<file path="src/rtl/fault_supervisor_pkg.sv">
package fault_supervisor_pkg;

  // ----------------------------------------------------------------
  // Clock and timing
  // ----------------------------------------------------------------
  localparam int CLK_KHZ             = 25000;
  localparam int TICK_MS             = 100;
  localparam int TICK_CYCLES_DEFAULT = CLK_KHZ * TICK_MS / 1;
  localparam int TICKS_PER_MIN       = 60 * 1000 / TICK_MS;
  localparam int TRIP_WINDOW_MIN     = 5;
  localparam int OH_LOCK_MIN         = 10;
  localparam int OL_LOCK_MIN         = 4;
  localparam logic [15:0] WINDOW_TICKS  = 16'(TRIP_WINDOW_MIN * TICKS_PER_MIN);
  localparam logic [15:0] OH_LOCK_TICKS = 16'(OH_LOCK_MIN * TICKS_PER_MIN);
  localparam logic [15:0] OL_LOCK_TICKS = 16'(OL_LOCK_MIN * TICKS_PER_MIN);
  localparam logic [2:0]  OH_TRIP_LIMIT = 3'h3;
  localparam logic [2:0]  OL_TRIP_LIMIT = 3'h4;

  // ----------------------------------------------------------------
  // Register map (byte addresses)
  // ----------------------------------------------------------------
  localparam int          APB_ADDR_W   = 8;
  localparam logic [7:0]  ADDR_CTRL    = 8'h00;
  localparam logic [7:0]  ADDR_OT_CFG  = 8'h04;
  localparam logic [7:0]  ADDR_UT_CFG  = 8'h08;
  localparam logic [7:0]  ADDR_FB_CFG  = 8'h0c;
  localparam logic [7:0]  ADDR_COMM    = 8'h10;
  localparam logic [7:0]  ADDR_SEL     = 8'h14;
  localparam logic [7:0]  ADDR_TERM_LO = 8'h18;
  localparam logic [7:0]  ADDR_TERM_HI = 8'h1c;
  localparam logic [7:0]  ADDR_FAULT   = 8'h20;
  localparam logic [7:0]  ADDR_CODE    = 8'h24;
  localparam logic [7:0]  ADDR_IRQ_ST  = 8'h28;
  localparam logic [7:0]  ADDR_IRQ_CLR = 8'h2c;
  localparam logic [7:0]  ADDR_IRQ_EN  = 8'h30;
  localparam logic [7:0]  ADDR_LOCK    = 8'h34;

  // ----------------------------------------------------------------
  // Field positions
  // ----------------------------------------------------------------
  localparam int CTRL_RESET_BIT = 0;
  localparam int CFG_LEVEL_LSB  = 0;
  localparam int CFG_TIME_LSB   = 16;
  localparam int SEL_OT_LSB     = 0;
  localparam int SEL_UT_LSB     = 4;
  localparam int SEL_COMM_LSB   = 8;
  localparam int SEL_FB_LSB     = 12;
  localparam int SEL_EXT_LSB    = 16;
  localparam int SEL_STOP_LSB   = 20;
  localparam int TERM_FUNC_W    = 8;

  // ----------------------------------------------------------------
  // Setting values
  // ----------------------------------------------------------------
  localparam logic [3:0] OT_ACTION_FAULT = 4'h0;
  localparam logic [3:0] UT_ACTION_FAULT = 4'h0;
  localparam logic [3:0] COMM_ACTION_MAX = 4'h2;
  localparam logic [3:0] FB_SEL_FAULT    = 4'h2;
  localparam logic [3:0] EXT_SEL_MAX     = 4'h1;
  localparam logic [3:0] STOP_SEL_ON     = 4'h0;
  localparam logic [7:0] FUNC_EXT_FAULT  = 8'h19;
  localparam logic [7:0] FUNC_STOP       = 8'h3a;

  // ----------------------------------------------------------------
  // Fault bits, also the interrupt layout
  // ----------------------------------------------------------------
  localparam int NUM_FAULTS = 14;
  localparam int NUM_TERMS  = 6;
  localparam int FLT_OH     = 0;
  localparam int FLT_OL     = 1;
  localparam int FLT_OT     = 2;
  localparam int FLT_UT     = 3;
  localparam int FLT_COMM   = 4;
  localparam int FLT_FB     = 5;
  localparam int FLT_STOP   = 6;
  localparam int FLT_EXT1   = 7;
  localparam int FLT_MOTOR  = 13;

  // ----------------------------------------------------------------
  // Reset values
  // ----------------------------------------------------------------
  localparam logic [31:0] CFG_RST  = 32'h0000_0000;
  localparam logic [31:0] SEL_RST  = 32'h0012_0311;
  localparam logic [31:0] TERM_RST = 32'h0000_0000;

endpackage

</file>
<file path="src/rtl/persist_if.sv">
`timescale 1ns/1ps
interface persist_if;
  logic        tick;
  logic        active;
  logic [15:0] limit;
  logic        expired;
  modport timer (input tick, input active, input limit, output expired);
  modport user  (output tick, output active, output limit, input expired);
endinterface

</file>
<file path="src/rtl/persist_timer.sv">
`timescale 1ns/1ps
module persist_timer (
  input  wire logic  mclk_in,
  input  wire logic  reset_n_in,
  persist_if.timer   link
);
  typedef struct packed {
    logic [15:0] count;
  } timer_s;

  timer_s s;
  timer_s next_s;

  always_comb begin
    next_s = s;
    if (!link.active) begin
      next_s.count = 16'h0000;
    end else if (link.tick && (s.count < link.limit)) begin
      next_s.count = s.count + 16'h0001;
    end
  end

  // Saturates at the limit so a long fault cannot wrap and re-arm
  assign link.expired = link.active && (s.count >= link.limit);

  always_ff @(posedge mclk_in or negedge reset_n_in) begin
    if (!reset_n_in) begin
      s <= '0;
    end else begin
      s <= next_s;
    end
  end
endmodule // persist_timer

</file>
<file path="src/rtl/drive_fault_supervisor.sv">
// Contract
// - Three overheat trips in five minutes block its reset for ten minutes.
// - Four overload trips in five minutes block its reset for four minutes.
// - Over-torque fault when torque stays above level for set time, action 0.
// - Under-torque fault when torque stays below level for set time, action 0.
// - Comm error when no frame within detection time, action 0 to 2.
// - Feedback loss fault when feedback stays below level for time, select 2.
// - Input stop flag when stop select 0 and any terminal function is 58.
// - Each terminal raises its own external fault when its function is 25.
// - Terminal external faults only while external fault select is 0 or 1.
// - Motor switch error when motor change command arrives while running.
`timescale 1ns/1ps
module drive_fault_supervisor #(
  parameter int TICK_CYCLES = fault_supervisor_pkg::TICK_CYCLES_DEFAULT
) (
  input  wire logic                                       mclk_in,
  input  wire logic                                       reset_n_in,
  input  wire logic                                       psel_in,
  input  wire logic                                       penable_in,
  input  wire logic                                       pwrite_in,
  input  wire logic [fault_supervisor_pkg::APB_ADDR_W-1:0] paddr_in,
  input  wire logic [31:0]                                pwdata_in,
  output logic      [31:0]                                prdata_out,
  output logic                                            pready_out,
  output logic                                            pslverr_out,
  input  wire logic                                       heatsink_overheat_in,
  input  wire logic                                       drive_overload_in,
  input  wire logic [15:0]                                torque_in,
  input  wire logic [15:0]                                pid_feedback_in,
  input  wire logic                                       frame_rx_in,
  input  wire logic [fault_supervisor_pkg::NUM_TERMS-1:0] input_terminal_in,
  input  wire logic                                       drive_running_in,
  input  wire logic                                       motor_switch_req_in,
  input  wire logic                                       fault_reset_req_in,
  output logic      [4:0]                                 fault_code_out,
  output logic                                            fault_active_out,
  output logic                                            irq_out
);
  import fault_supervisor_pkg::*;

  // ----------------------------------------------------------------
  // State
  // ----------------------------------------------------------------
  typedef struct packed {
    logic [NUM_TERMS-1:0]  term_meta;
    logic [NUM_TERMS-1:0]  term_sync;
    logic [21:0]           prescale;
    logic                  tick;
    logic [31:0]           ot_cfg;
    logic [31:0]           ut_cfg;
    logic [31:0]           fb_cfg;
    logic [31:0]           comm_cfg;
    logic [31:0]           sel;
    logic [31:0]           term_lo;
    logic [31:0]           term_hi;
    logic [NUM_FAULTS-1:0] fault;
    logic [NUM_FAULTS-1:0] irq_status;
    logic [NUM_FAULTS-1:0] irq_enable;
    logic [4:0]            fault_code;
    logic                  fault_active;
    logic                  irq;
    logic [1:0][2:0]       trip_cnt;
    logic [1:0][15:0]      win_cnt;
    logic [1:0][15:0]      lock_cnt;
    logic [1:0]            locked;
    logic                  pready;
    logic                  pslverr;
    logic [31:0]           prdata;
  } state_s;

  state_s s;
  state_s next_s;

  localparam logic [1:0][2:0]  TRIP_LIMIT = {OL_TRIP_LIMIT, OH_TRIP_LIMIT};
  localparam logic [1:0][15:0] LOCK_TICKS = {OL_LOCK_TICKS, OH_LOCK_TICKS};

  // ----------------------------------------------------------------
  // Persistence timers: over, under torque, comm, feedback
  // ----------------------------------------------------------------
  localparam int NUM_TIMERS = 4;
  logic [NUM_TIMERS-1:0]       tmr_active;
  logic [NUM_TIMERS-1:0][15:0] tmr_limit;
  logic [NUM_TIMERS-1:0]       tmr_expired;

  persist_if tmr_link [NUM_TIMERS] ();

  genvar gi;
  generate
    for (gi = 0; gi < NUM_TIMERS; gi++) begin : g_tmr
      assign tmr_link[gi].tick   = s.tick;
      assign tmr_link[gi].active = tmr_active[gi];
      assign tmr_link[gi].limit  = tmr_limit[gi];
      assign tmr_expired[gi]     = tmr_link[gi].expired;
      persist_timer u_timer (
        .mclk_in    (mclk_in),
        .reset_n_in (reset_n_in),
        .link       (tmr_link[gi])
      );
    end
  endgenerate

  logic [3:0] ot_action;
  logic [3:0] ut_action;
  logic [3:0] comm_action;
  logic [3:0] fb_sel;
  logic [3:0] ext_sel;
  logic [3:0] stop_sel;

  assign ot_action   = s.sel[SEL_OT_LSB +: 4];
  assign ut_action   = s.sel[SEL_UT_LSB +: 4];
  assign comm_action = s.sel[SEL_COMM_LSB +: 4];
  assign fb_sel      = s.sel[SEL_FB_LSB +: 4];
  assign ext_sel     = s.sel[SEL_EXT_LSB +: 4];
  assign stop_sel    = s.sel[SEL_STOP_LSB +: 4];

  always_comb begin
    tmr_active[0] = (ot_action == OT_ACTION_FAULT) && (torque_in > s.ot_cfg[CFG_LEVEL_LSB +: 16]);
    tmr_active[1] = (ut_action == UT_ACTION_FAULT) && (torque_in < s.ut_cfg[CFG_LEVEL_LSB +: 16]);
    // A frame restarts the silence count
    tmr_active[2] = (comm_action <= COMM_ACTION_MAX) && !frame_rx_in;
    tmr_active[3] = (fb_sel == FB_SEL_FAULT) && (pid_feedback_in < s.fb_cfg[CFG_LEVEL_LSB +: 16]);
    tmr_limit[0]  = s.ot_cfg[CFG_TIME_LSB +: 16];
    tmr_limit[1]  = s.ut_cfg[CFG_TIME_LSB +: 16];
    tmr_limit[2]  = s.comm_cfg[CFG_TIME_LSB +: 16];
    tmr_limit[3]  = s.fb_cfg[CFG_TIME_LSB +: 16];
  end

  // ----------------------------------------------------------------
  // Next state
  // ----------------------------------------------------------------
  logic [NUM_TERMS-1:0][7:0] term_func;
  logic [NUM_FAULTS-1:0]     fault_set;
  logic [NUM_FAULTS-1:0]     fault_clr;
  logic [NUM_FAULTS-1:0]     new_evt;
  logic [NUM_FAULTS-1:0]     irq_clr;
  logic [31:0]               rd_data;
  logic                      mapped;
  logic                      wr_en;
  logic                      reset_req;
  logic                      stop_hit;

  always_comb begin
    next_s    = s;
    term_func = {s.term_hi[15:0], s.term_lo};
    fault_set = '0;
    fault_clr = '0;
    irq_clr   = '0;
    rd_data   = 32'h0000_0000;
    mapped    = 1'b1;
    stop_hit  = 1'b0;

    next_s.term_meta = input_terminal_in;
    next_s.term_sync = s.term_meta;

    if (s.prescale == 22'(TICK_CYCLES - 1)) begin
      next_s.prescale = 22'h000000;
      next_s.tick     = 1'b1;
    end else begin
      next_s.prescale = s.prescale + 22'h000001;
      next_s.tick     = 1'b0;
    end

    // --------------------------------------------------------------
    // APB slave, one wait state so read data leaves a flop
    // --------------------------------------------------------------
    case (paddr_in)
      ADDR_CTRL:    rd_data = 32'h0000_0000;
      ADDR_OT_CFG:  rd_data = s.ot_cfg;
      ADDR_UT_CFG:  rd_data = s.ut_cfg;
      ADDR_FB_CFG:  rd_data = s.fb_cfg;
      ADDR_COMM:    rd_data = s.comm_cfg;
      ADDR_SEL:     rd_data = s.sel;
      ADDR_TERM_LO: rd_data = s.term_lo;
      ADDR_TERM_HI: rd_data = s.term_hi;
      ADDR_FAULT:   rd_data = {18'h00000, s.fault};
      ADDR_CODE:    rd_data = {27'h0000000, s.fault_code};
      ADDR_IRQ_ST:  rd_data = {18'h00000, s.irq_status};
      ADDR_IRQ_CLR: rd_data = 32'h0000_0000;
      ADDR_IRQ_EN:  rd_data = {18'h00000, s.irq_enable};
      ADDR_LOCK:    rd_data = {30'h00000000, s.locked};
      default:      mapped  = 1'b0;
    endcase

    next_s.pready  = psel_in && penable_in && !s.pready;
    next_s.pslverr = psel_in && penable_in && !s.pready && !mapped;
    if (psel_in && penable_in && !s.pready) begin
      next_s.prdata = rd_data;
    end

    wr_en = psel_in && penable_in && s.pready && pwrite_in && mapped;
    if (wr_en) begin
      case (paddr_in)
        ADDR_OT_CFG:  next_s.ot_cfg     = pwdata_in;
        ADDR_UT_CFG:  next_s.ut_cfg     = pwdata_in;
        ADDR_FB_CFG:  next_s.fb_cfg     = pwdata_in;
        ADDR_COMM:    next_s.comm_cfg   = pwdata_in;
        ADDR_SEL:     next_s.sel        = pwdata_in;
        ADDR_TERM_LO: next_s.term_lo    = pwdata_in;
        ADDR_TERM_HI: next_s.term_hi    = {16'h0000, pwdata_in[15:0]};
        ADDR_IRQ_CLR: irq_clr           = pwdata_in[NUM_FAULTS-1:0];
        ADDR_IRQ_EN:  next_s.irq_enable = pwdata_in[NUM_FAULTS-1:0];
        default:      next_s.sel        = s.sel;
      endcase
    end
    reset_req = fault_reset_req_in || (wr_en && (paddr_in == ADDR_CTRL) && pwdata_in[CTRL_RESET_BIT]);

    // --------------------------------------------------------------
    // Fault sources
    // --------------------------------------------------------------
    fault_set[FLT_OH]   = heatsink_overheat_in;
    fault_set[FLT_OL]   = drive_overload_in;
    fault_set[FLT_OT]   = tmr_expired[0];
    fault_set[FLT_UT]   = tmr_expired[1];
    fault_set[FLT_COMM] = tmr_expired[2];
    fault_set[FLT_FB]   = tmr_expired[3];
    for (int i = 0; i < NUM_TERMS; i++) begin
      if (term_func[i] == FUNC_STOP) begin
        stop_hit = 1'b1;
      end
      fault_set[FLT_EXT1 + i] = s.term_sync[i] && (term_func[i] == FUNC_EXT_FAULT)
                                && (ext_sel <= EXT_SEL_MAX);
    end
    fault_set[FLT_STOP]  = (stop_sel == STOP_SEL_ON) && stop_hit;
    fault_set[FLT_MOTOR] = motor_switch_req_in && drive_running_in;

    // Locked faults ignore the reset; a new event wins over a clear
    if (reset_req) begin
      fault_clr         = '1;
      fault_clr[FLT_OH] = !s.locked[0];
      fault_clr[FLT_OL] = !s.locked[1];
    end
    next_s.fault = (s.fault & ~fault_clr) | fault_set;
    new_evt      = fault_set & ~s.fault;

    // --------------------------------------------------------------
    // Repeat-trip lockout; window starts at the first trip
    // --------------------------------------------------------------
    for (int k = 0; k < 2; k++) begin
      if (s.locked[k]) begin
        if (s.tick) begin
          next_s.lock_cnt[k] = s.lock_cnt[k] + 16'h0001;
        end
        if (s.lock_cnt[k] >= LOCK_TICKS[k]) begin
          next_s.locked[k]   = 1'b0;
          next_s.trip_cnt[k] = 3'h0;
          next_s.win_cnt[k]  = 16'h0000;
        end
      end else begin
        if ((s.trip_cnt[k] != 3'h0) && s.tick) begin
          next_s.win_cnt[k] = s.win_cnt[k] + 16'h0001;
        end
        if ((s.trip_cnt[k] != 3'h0) && (s.win_cnt[k] >= WINDOW_TICKS)) begin
          next_s.trip_cnt[k] = 3'h0;
          next_s.win_cnt[k]  = 16'h0000;
        end
        if (new_evt[k]) begin
          if ((s.trip_cnt[k] == 3'h0) || (s.win_cnt[k] >= WINDOW_TICKS)) begin
            next_s.trip_cnt[k] = 3'h1;
            next_s.win_cnt[k]  = 16'h0000;
          end else begin
            next_s.trip_cnt[k] = s.trip_cnt[k] + 3'h1;
          end
          if ((s.trip_cnt[k] + 3'h1 >= TRIP_LIMIT[k]) && (s.win_cnt[k] < WINDOW_TICKS)) begin
            next_s.locked[k]   = 1'b1;
            next_s.lock_cnt[k] = 16'h0000;
          end
        end
      end
    end

    // --------------------------------------------------------------
    // Display code and interrupt
    // --------------------------------------------------------------
    next_s.fault_code = 5'h00;
    for (int j = NUM_FAULTS - 1; j >= 0; j--) begin
      if (next_s.fault[j]) begin
        next_s.fault_code = 5'(j + 1);
      end
    end
    next_s.fault_active = |next_s.fault;
    next_s.irq_status   = (s.irq_status & ~irq_clr) | new_evt;
    next_s.irq          = |(next_s.irq_status & next_s.irq_enable);
  end

  always_ff @(posedge mclk_in or negedge reset_n_in) begin
    if (!reset_n_in) begin
      s          <= '0;
      s.ot_cfg   <= CFG_RST;
      s.ut_cfg   <= CFG_RST;
      s.fb_cfg   <= CFG_RST;
      s.comm_cfg <= CFG_RST;
      s.sel      <= SEL_RST;
      s.term_lo  <= TERM_RST;
      s.term_hi  <= TERM_RST;
    end else begin
      s <= next_s;
    end
  end

  assign prdata_out       = s.prdata;
  assign pready_out       = s.pready;
  assign pslverr_out      = s.pslverr;
  assign fault_code_out   = s.fault_code;
  assign fault_active_out = s.fault_active;
  assign irq_out          = s.irq;

endmodule // drive_fault_supervisor

</file>
<file path="config.mk">
export PLATFORM = sky130hd
export DESIGN_NAME = drive_fault_supervisor
export DESIGN_NICKNAME = d
export VERILOG_FILES = /design/src/rtl/fault_supervisor_pkg.sv /design/src/rtl/persist_if.sv /design/src/rtl/persist_timer.sv /design/src/rtl/drive_fault_supervisor.sv
export SDC_FILE = /design/constraint.sdc
export NUM_CORES = 1
export LEC_CHECK = 0
export BUFFER_PORTS_ARGS = -buffer_cell sky130_fd_sc_hd__buf_4
export CORE_MARGIN = 2
export CORE_UTILIZATION = 45
export DETAILED_ROUTE_END_ITERATION = 16
export PLACE_DENSITY = 0.62
export SETUP_SLACK_MARGIN = 0.1
export SLEW_MARGIN = 20
export SYNTH_ARGS = -nofsm -noshare
export SYNTH_HDL_FRONTEND = slang
export SYNTH_SLANG_ARGS = --single-unit
</file>
<file path="constraint.sdc">
create_clock -name mclk_in -period 6.8 [get_ports mclk_in]
set_clock_uncertainty 0.1 [all_clocks]
set_input_delay 1.02 -clock mclk_in [delete_from_list [all_inputs] [get_ports mclk_in]]
set_output_delay 1.02 -clock mclk_in [all_outputs]
set_load 0.005 [all_outputs]
</file>
==> results.md <==
- H-tree depth: 2
- Final worst slack: between 3 and 4 ns
- Worst vdd ir: roughly 0.17 mV
- Post-Synth XOR/XNOR Area: 3.351%
- Compound-cell area share of the yosys netlist: ~14%
- EDFF count, synth: 0
- Dpl ws: about 2.8 ns
- Die height: 233.9 um
- Area leader, netlist: dfrtp_1
- Placed wire-length estimate: 48060 um
- Share of layout cells above drive strength 1: approximately 16%
- Clock root buffer: clkbuf_16
- Seq pwr share: 46.4%
- Sw Pwr: 1.671 mW
- Ys async rst share: between 90% and 100%
- HP Class: reg2reg
- CTS hold repair buffers: 0
- Synth Instances: 2371
- Routed met1 length: about 30000 um
- Power per standard cell area: roughly 240 mW/mm^2
- Mux contribution to synthesized area: 6.480%
- I/O pin total: 130
- DRC errors left: 0
- Syn. warnings: 0
- Antenna-violating nets left: 0
- Core ar.: 0.05245 mm^2
- Largest family of logic cells by synthesized area: simple AND/OR/NAND/NOR gates
- Clock-pin slew on the worst setup and hold paths: 0.06 ns
- Main flop type after synthesis: dfrtp_1
- Crit path DAT: 3.82 ns
- Sw Ratio: 25.86%
- DRT Pass-1 Iters: 5
- Int Power: ~4.8 mW
- # resized after CTS: 0
- Synth Area per Inst: 10.03 um^2
- Synth unique cells: between 80 and 90
- Nets: 2664
- Crit path top cell by count: buf_4
- Post-synth net total: 2588
- GRT Util Overall: 24.90%
- Syn Std Cell Area: approximately 0.024 mm^2
- Starting Density: 45.36%
- Final wirelength: 67740 um
- Pin count of the biggest net entering global routing: 172
- Achievable frequency: approximately 290 MHz
- Area contributors post-synth: dfrtp_1 48%, ha_1 6.7%, mux2_2 5.7%, o21ai_0 4.0%, nand2_1 3.8%
- Clk pwr share: 43.1%
- Post-CTS Setup Inserts: 0
- Count leader, synth: dfrtp_1
- Fraction of the mapped netlist area in adder cells: 6.733%
- Vias in the first global route: 18.06k
- Row Count: 84
- Lkg Pwr: 12.74 nW
- Setup-failing EPs final: 0
- Biggest fanout along the worst timing path: 26
- Count of final hold-check violations: 0
- CP peak stage delay: 0.52 ns
- Met3 WL: 3585 um
- Die footprint: roughly 0.055 mm^2
- Antenna cells: 0
- Seq cells post-synth: 461
- Vias: 18.33k
- Grt ovf: 0
- Fillers: ~4.7k
- CP Launch Type: input port
- Slew HR: between 30% and 40%
- Initial antenna violation count: 0
- Max Cap Viol: 0
- Crit path kind: in2reg
- Vias/cell: 5.774
- Most instantiated cells after synthesis: 455 x dfrtp_1, 239 x nand2_1, 196 x nor2_1
- Simple-Gate Fraction of Synth Area: 15.33%
- Met2 WL: approximately 32000 um
- RePlAce Congestion: 0.8745
- Slew Viols, Final: 0
- CTS Buffer Depth: 3
- Setup TNS: 0 ns
- Worst-skew pair later-pin latency: 0.59 ns
- Yosys top cell area share: between 40 and 50%
- Logic pwr share: 10.5%
- Wire per inst: 21.34 um
- Post-synthesis sequential area ratio: 48.53%
- Area Growth Syn to Fin: 13.20%
- Fin crit period: 3.458 ns
- Top routing layer used: met4
- Crit path cell chain: buf_4, ha_1, and3_1, a221o_1, a221oi_1, a2bb2oi_2, buf_4, o21bai_1, nand2_1, or4_1
- RSZ-0062 raised after global routing: no
- Period utilization: 50.86%
- TritonCTS clock tree: built
- Clock sinks: between 400 and 500
- IO buf count: 128
- Total CTS buffers: 52
- Worst-margin pin slew: 1.041 ns
- Global-route wire length before repair: 105300 um
- DRT iter0 DRCs: between 1k and 1.5k
- Die X: 233.9 um
- Result of the run: finished, final reports clean
- Worst EP required: 7.16 ns
- Crit. End Element: register
- Slowest cell on the critical path: or4_1
[layer usage]
layer	vias to the layer above	global-route usage, %
met5	-	0
met2	539	41.39
met4	0	7.516
met1	9159	34.18
li1	8534	-
met3	95	3.016
[cells in the final DEF, fill, tap and decap left out, types with 10 or more instances in the layout]
master       n
a21o_1      29
a21oi_1     59
a221oi_1    28
a222oi_1    16
a22o_1      11
a22oi_1     65
a31oi_1     26
a41oi_1     22
and2_1      16
and3_1      33
and4_1      14
buf_4      152
clkbuf_1    13
clkbuf_16   53
clkbuf_8    15
clkinv_2    10
dfrtp_1    455
ha_1       128
inv_1      156
mux2_1      11
mux2_2     121
nand2_1    238
nand2b_1    15
nand3_1     55
nand4_1     51
nor2_1     190
nor2b_1     21
nor3_1      16
o21ai_0    191
or3_1       14
or4_1       10
xnor2_1     27
xor2_1      64
[cells by family after synthesis]
logic type / after synthesis
buffers and inverters: 290
other: 1
DFF: 461
and+or+nand+nor: 742
AOI/OAI and AO/OA: 521
xor gates and xnor gates: 91
muxes: 137
adders and majority gates: 128
[worst max-delay path, delay by kind of cell]
kind | cells | cell delay (ns)
AOI/OAI and AO/OA | 4 | 1.16
adders and majority gates | 1 | 0.30
buffers and inverters | 2 | 0.42
and+or+nand+nor | 3 | 0.90
[power groups by stage]
| stage | combinational [mW] | sequential [mW] | clock (mW) |
|---|---|---|---|
| floorplan | 0.465 | 2.99 | 0 |
| global placement | 0.659 | 3.04 | 0 |
| detailed placement | 0.683 | 3.04 | 0 |
| CTS | 0.686 | 3.00 | 2.84 |
| global route | 0.774 | 3.01 | 2.96 |
| finish | 0.681 | 3.00 | 2.78 |
[per-stage QoR]
stage	hold slack, ns	util (%)	cells	area [um^2]	total power [mW]
2_1_floorplan	0.2312	-	2371	23790	3.453
3_3_place_gp	0.2348	48.12	3081	25240	3.694
3_5_place_dp	0.2402	48.12	3081	25240	3.725
4_1_cts	0.2565	51.35	3174	26930	6.519
5_1_grt	0.2606	51.35	3174	26930	6.744
6_report	0.2556	51.35	3174	26930	6.461
[sequential cells by signal, summed over array words and instances (netlist names)]
signal and flops:
fault_active_out 1, pslverr_out 1, tmr_link.tick 1, ot_action 4, ext_sel 4, next_s 6, g_tmr.u_timer.s 64, comm_action 4
fb_sel 4, pready_out 1, fault_code_out 4, s 334, prdata_out 32, irq_out 1
[path summary, 6_finish.rpt]
path                                                         from                         end  slack (ns)  depth (start not counted)
worst max-delay path                                 torque_in[3]  fault_active_out$_DFF_PN0_        3.34                         10
worst min-delay path                        next_s[405]$_DFF_PN0_            s[405]$_DFF_PN0_        0.26                          0
worst max register to register  g_tmr[1].u_timer.s[2]$_DFFE_PN0P_  fault_active_out$_DFF_PN0_        3.36                          9
worst min register to register              next_s[405]$_DFF_PN0_            s[405]$_DFF_PN0_        0.26                          0
max in group asynchronous                              reset_n_in           s[72]$_DFFE_PN0N_        4.84                          2
min in group asynchronous                              reset_n_in  prdata_out[19]$_DFFE_PN0P_        0.37                          1
[area by class of cell]
| class | instances | area, um^2 | share of cell area [%] |
|---|---|---|---|
| sequential | 461 | 11540 | 42.87 |
| multi-input combinational | 1620 | 11050 | 41.02 |
| clock buffer | 81 | 1582 | 5.873 |
| timing repair buffer | 155 | 1196 | 4.442 |
| tap | 688 | 860.8 | 3.197 |
| inverter | 157 | 589.3 | 2.188 |
| clock inverter | 12 | 110.1 | 0.4089 |
Note: power is estimated with default switching activity, not from simulation.
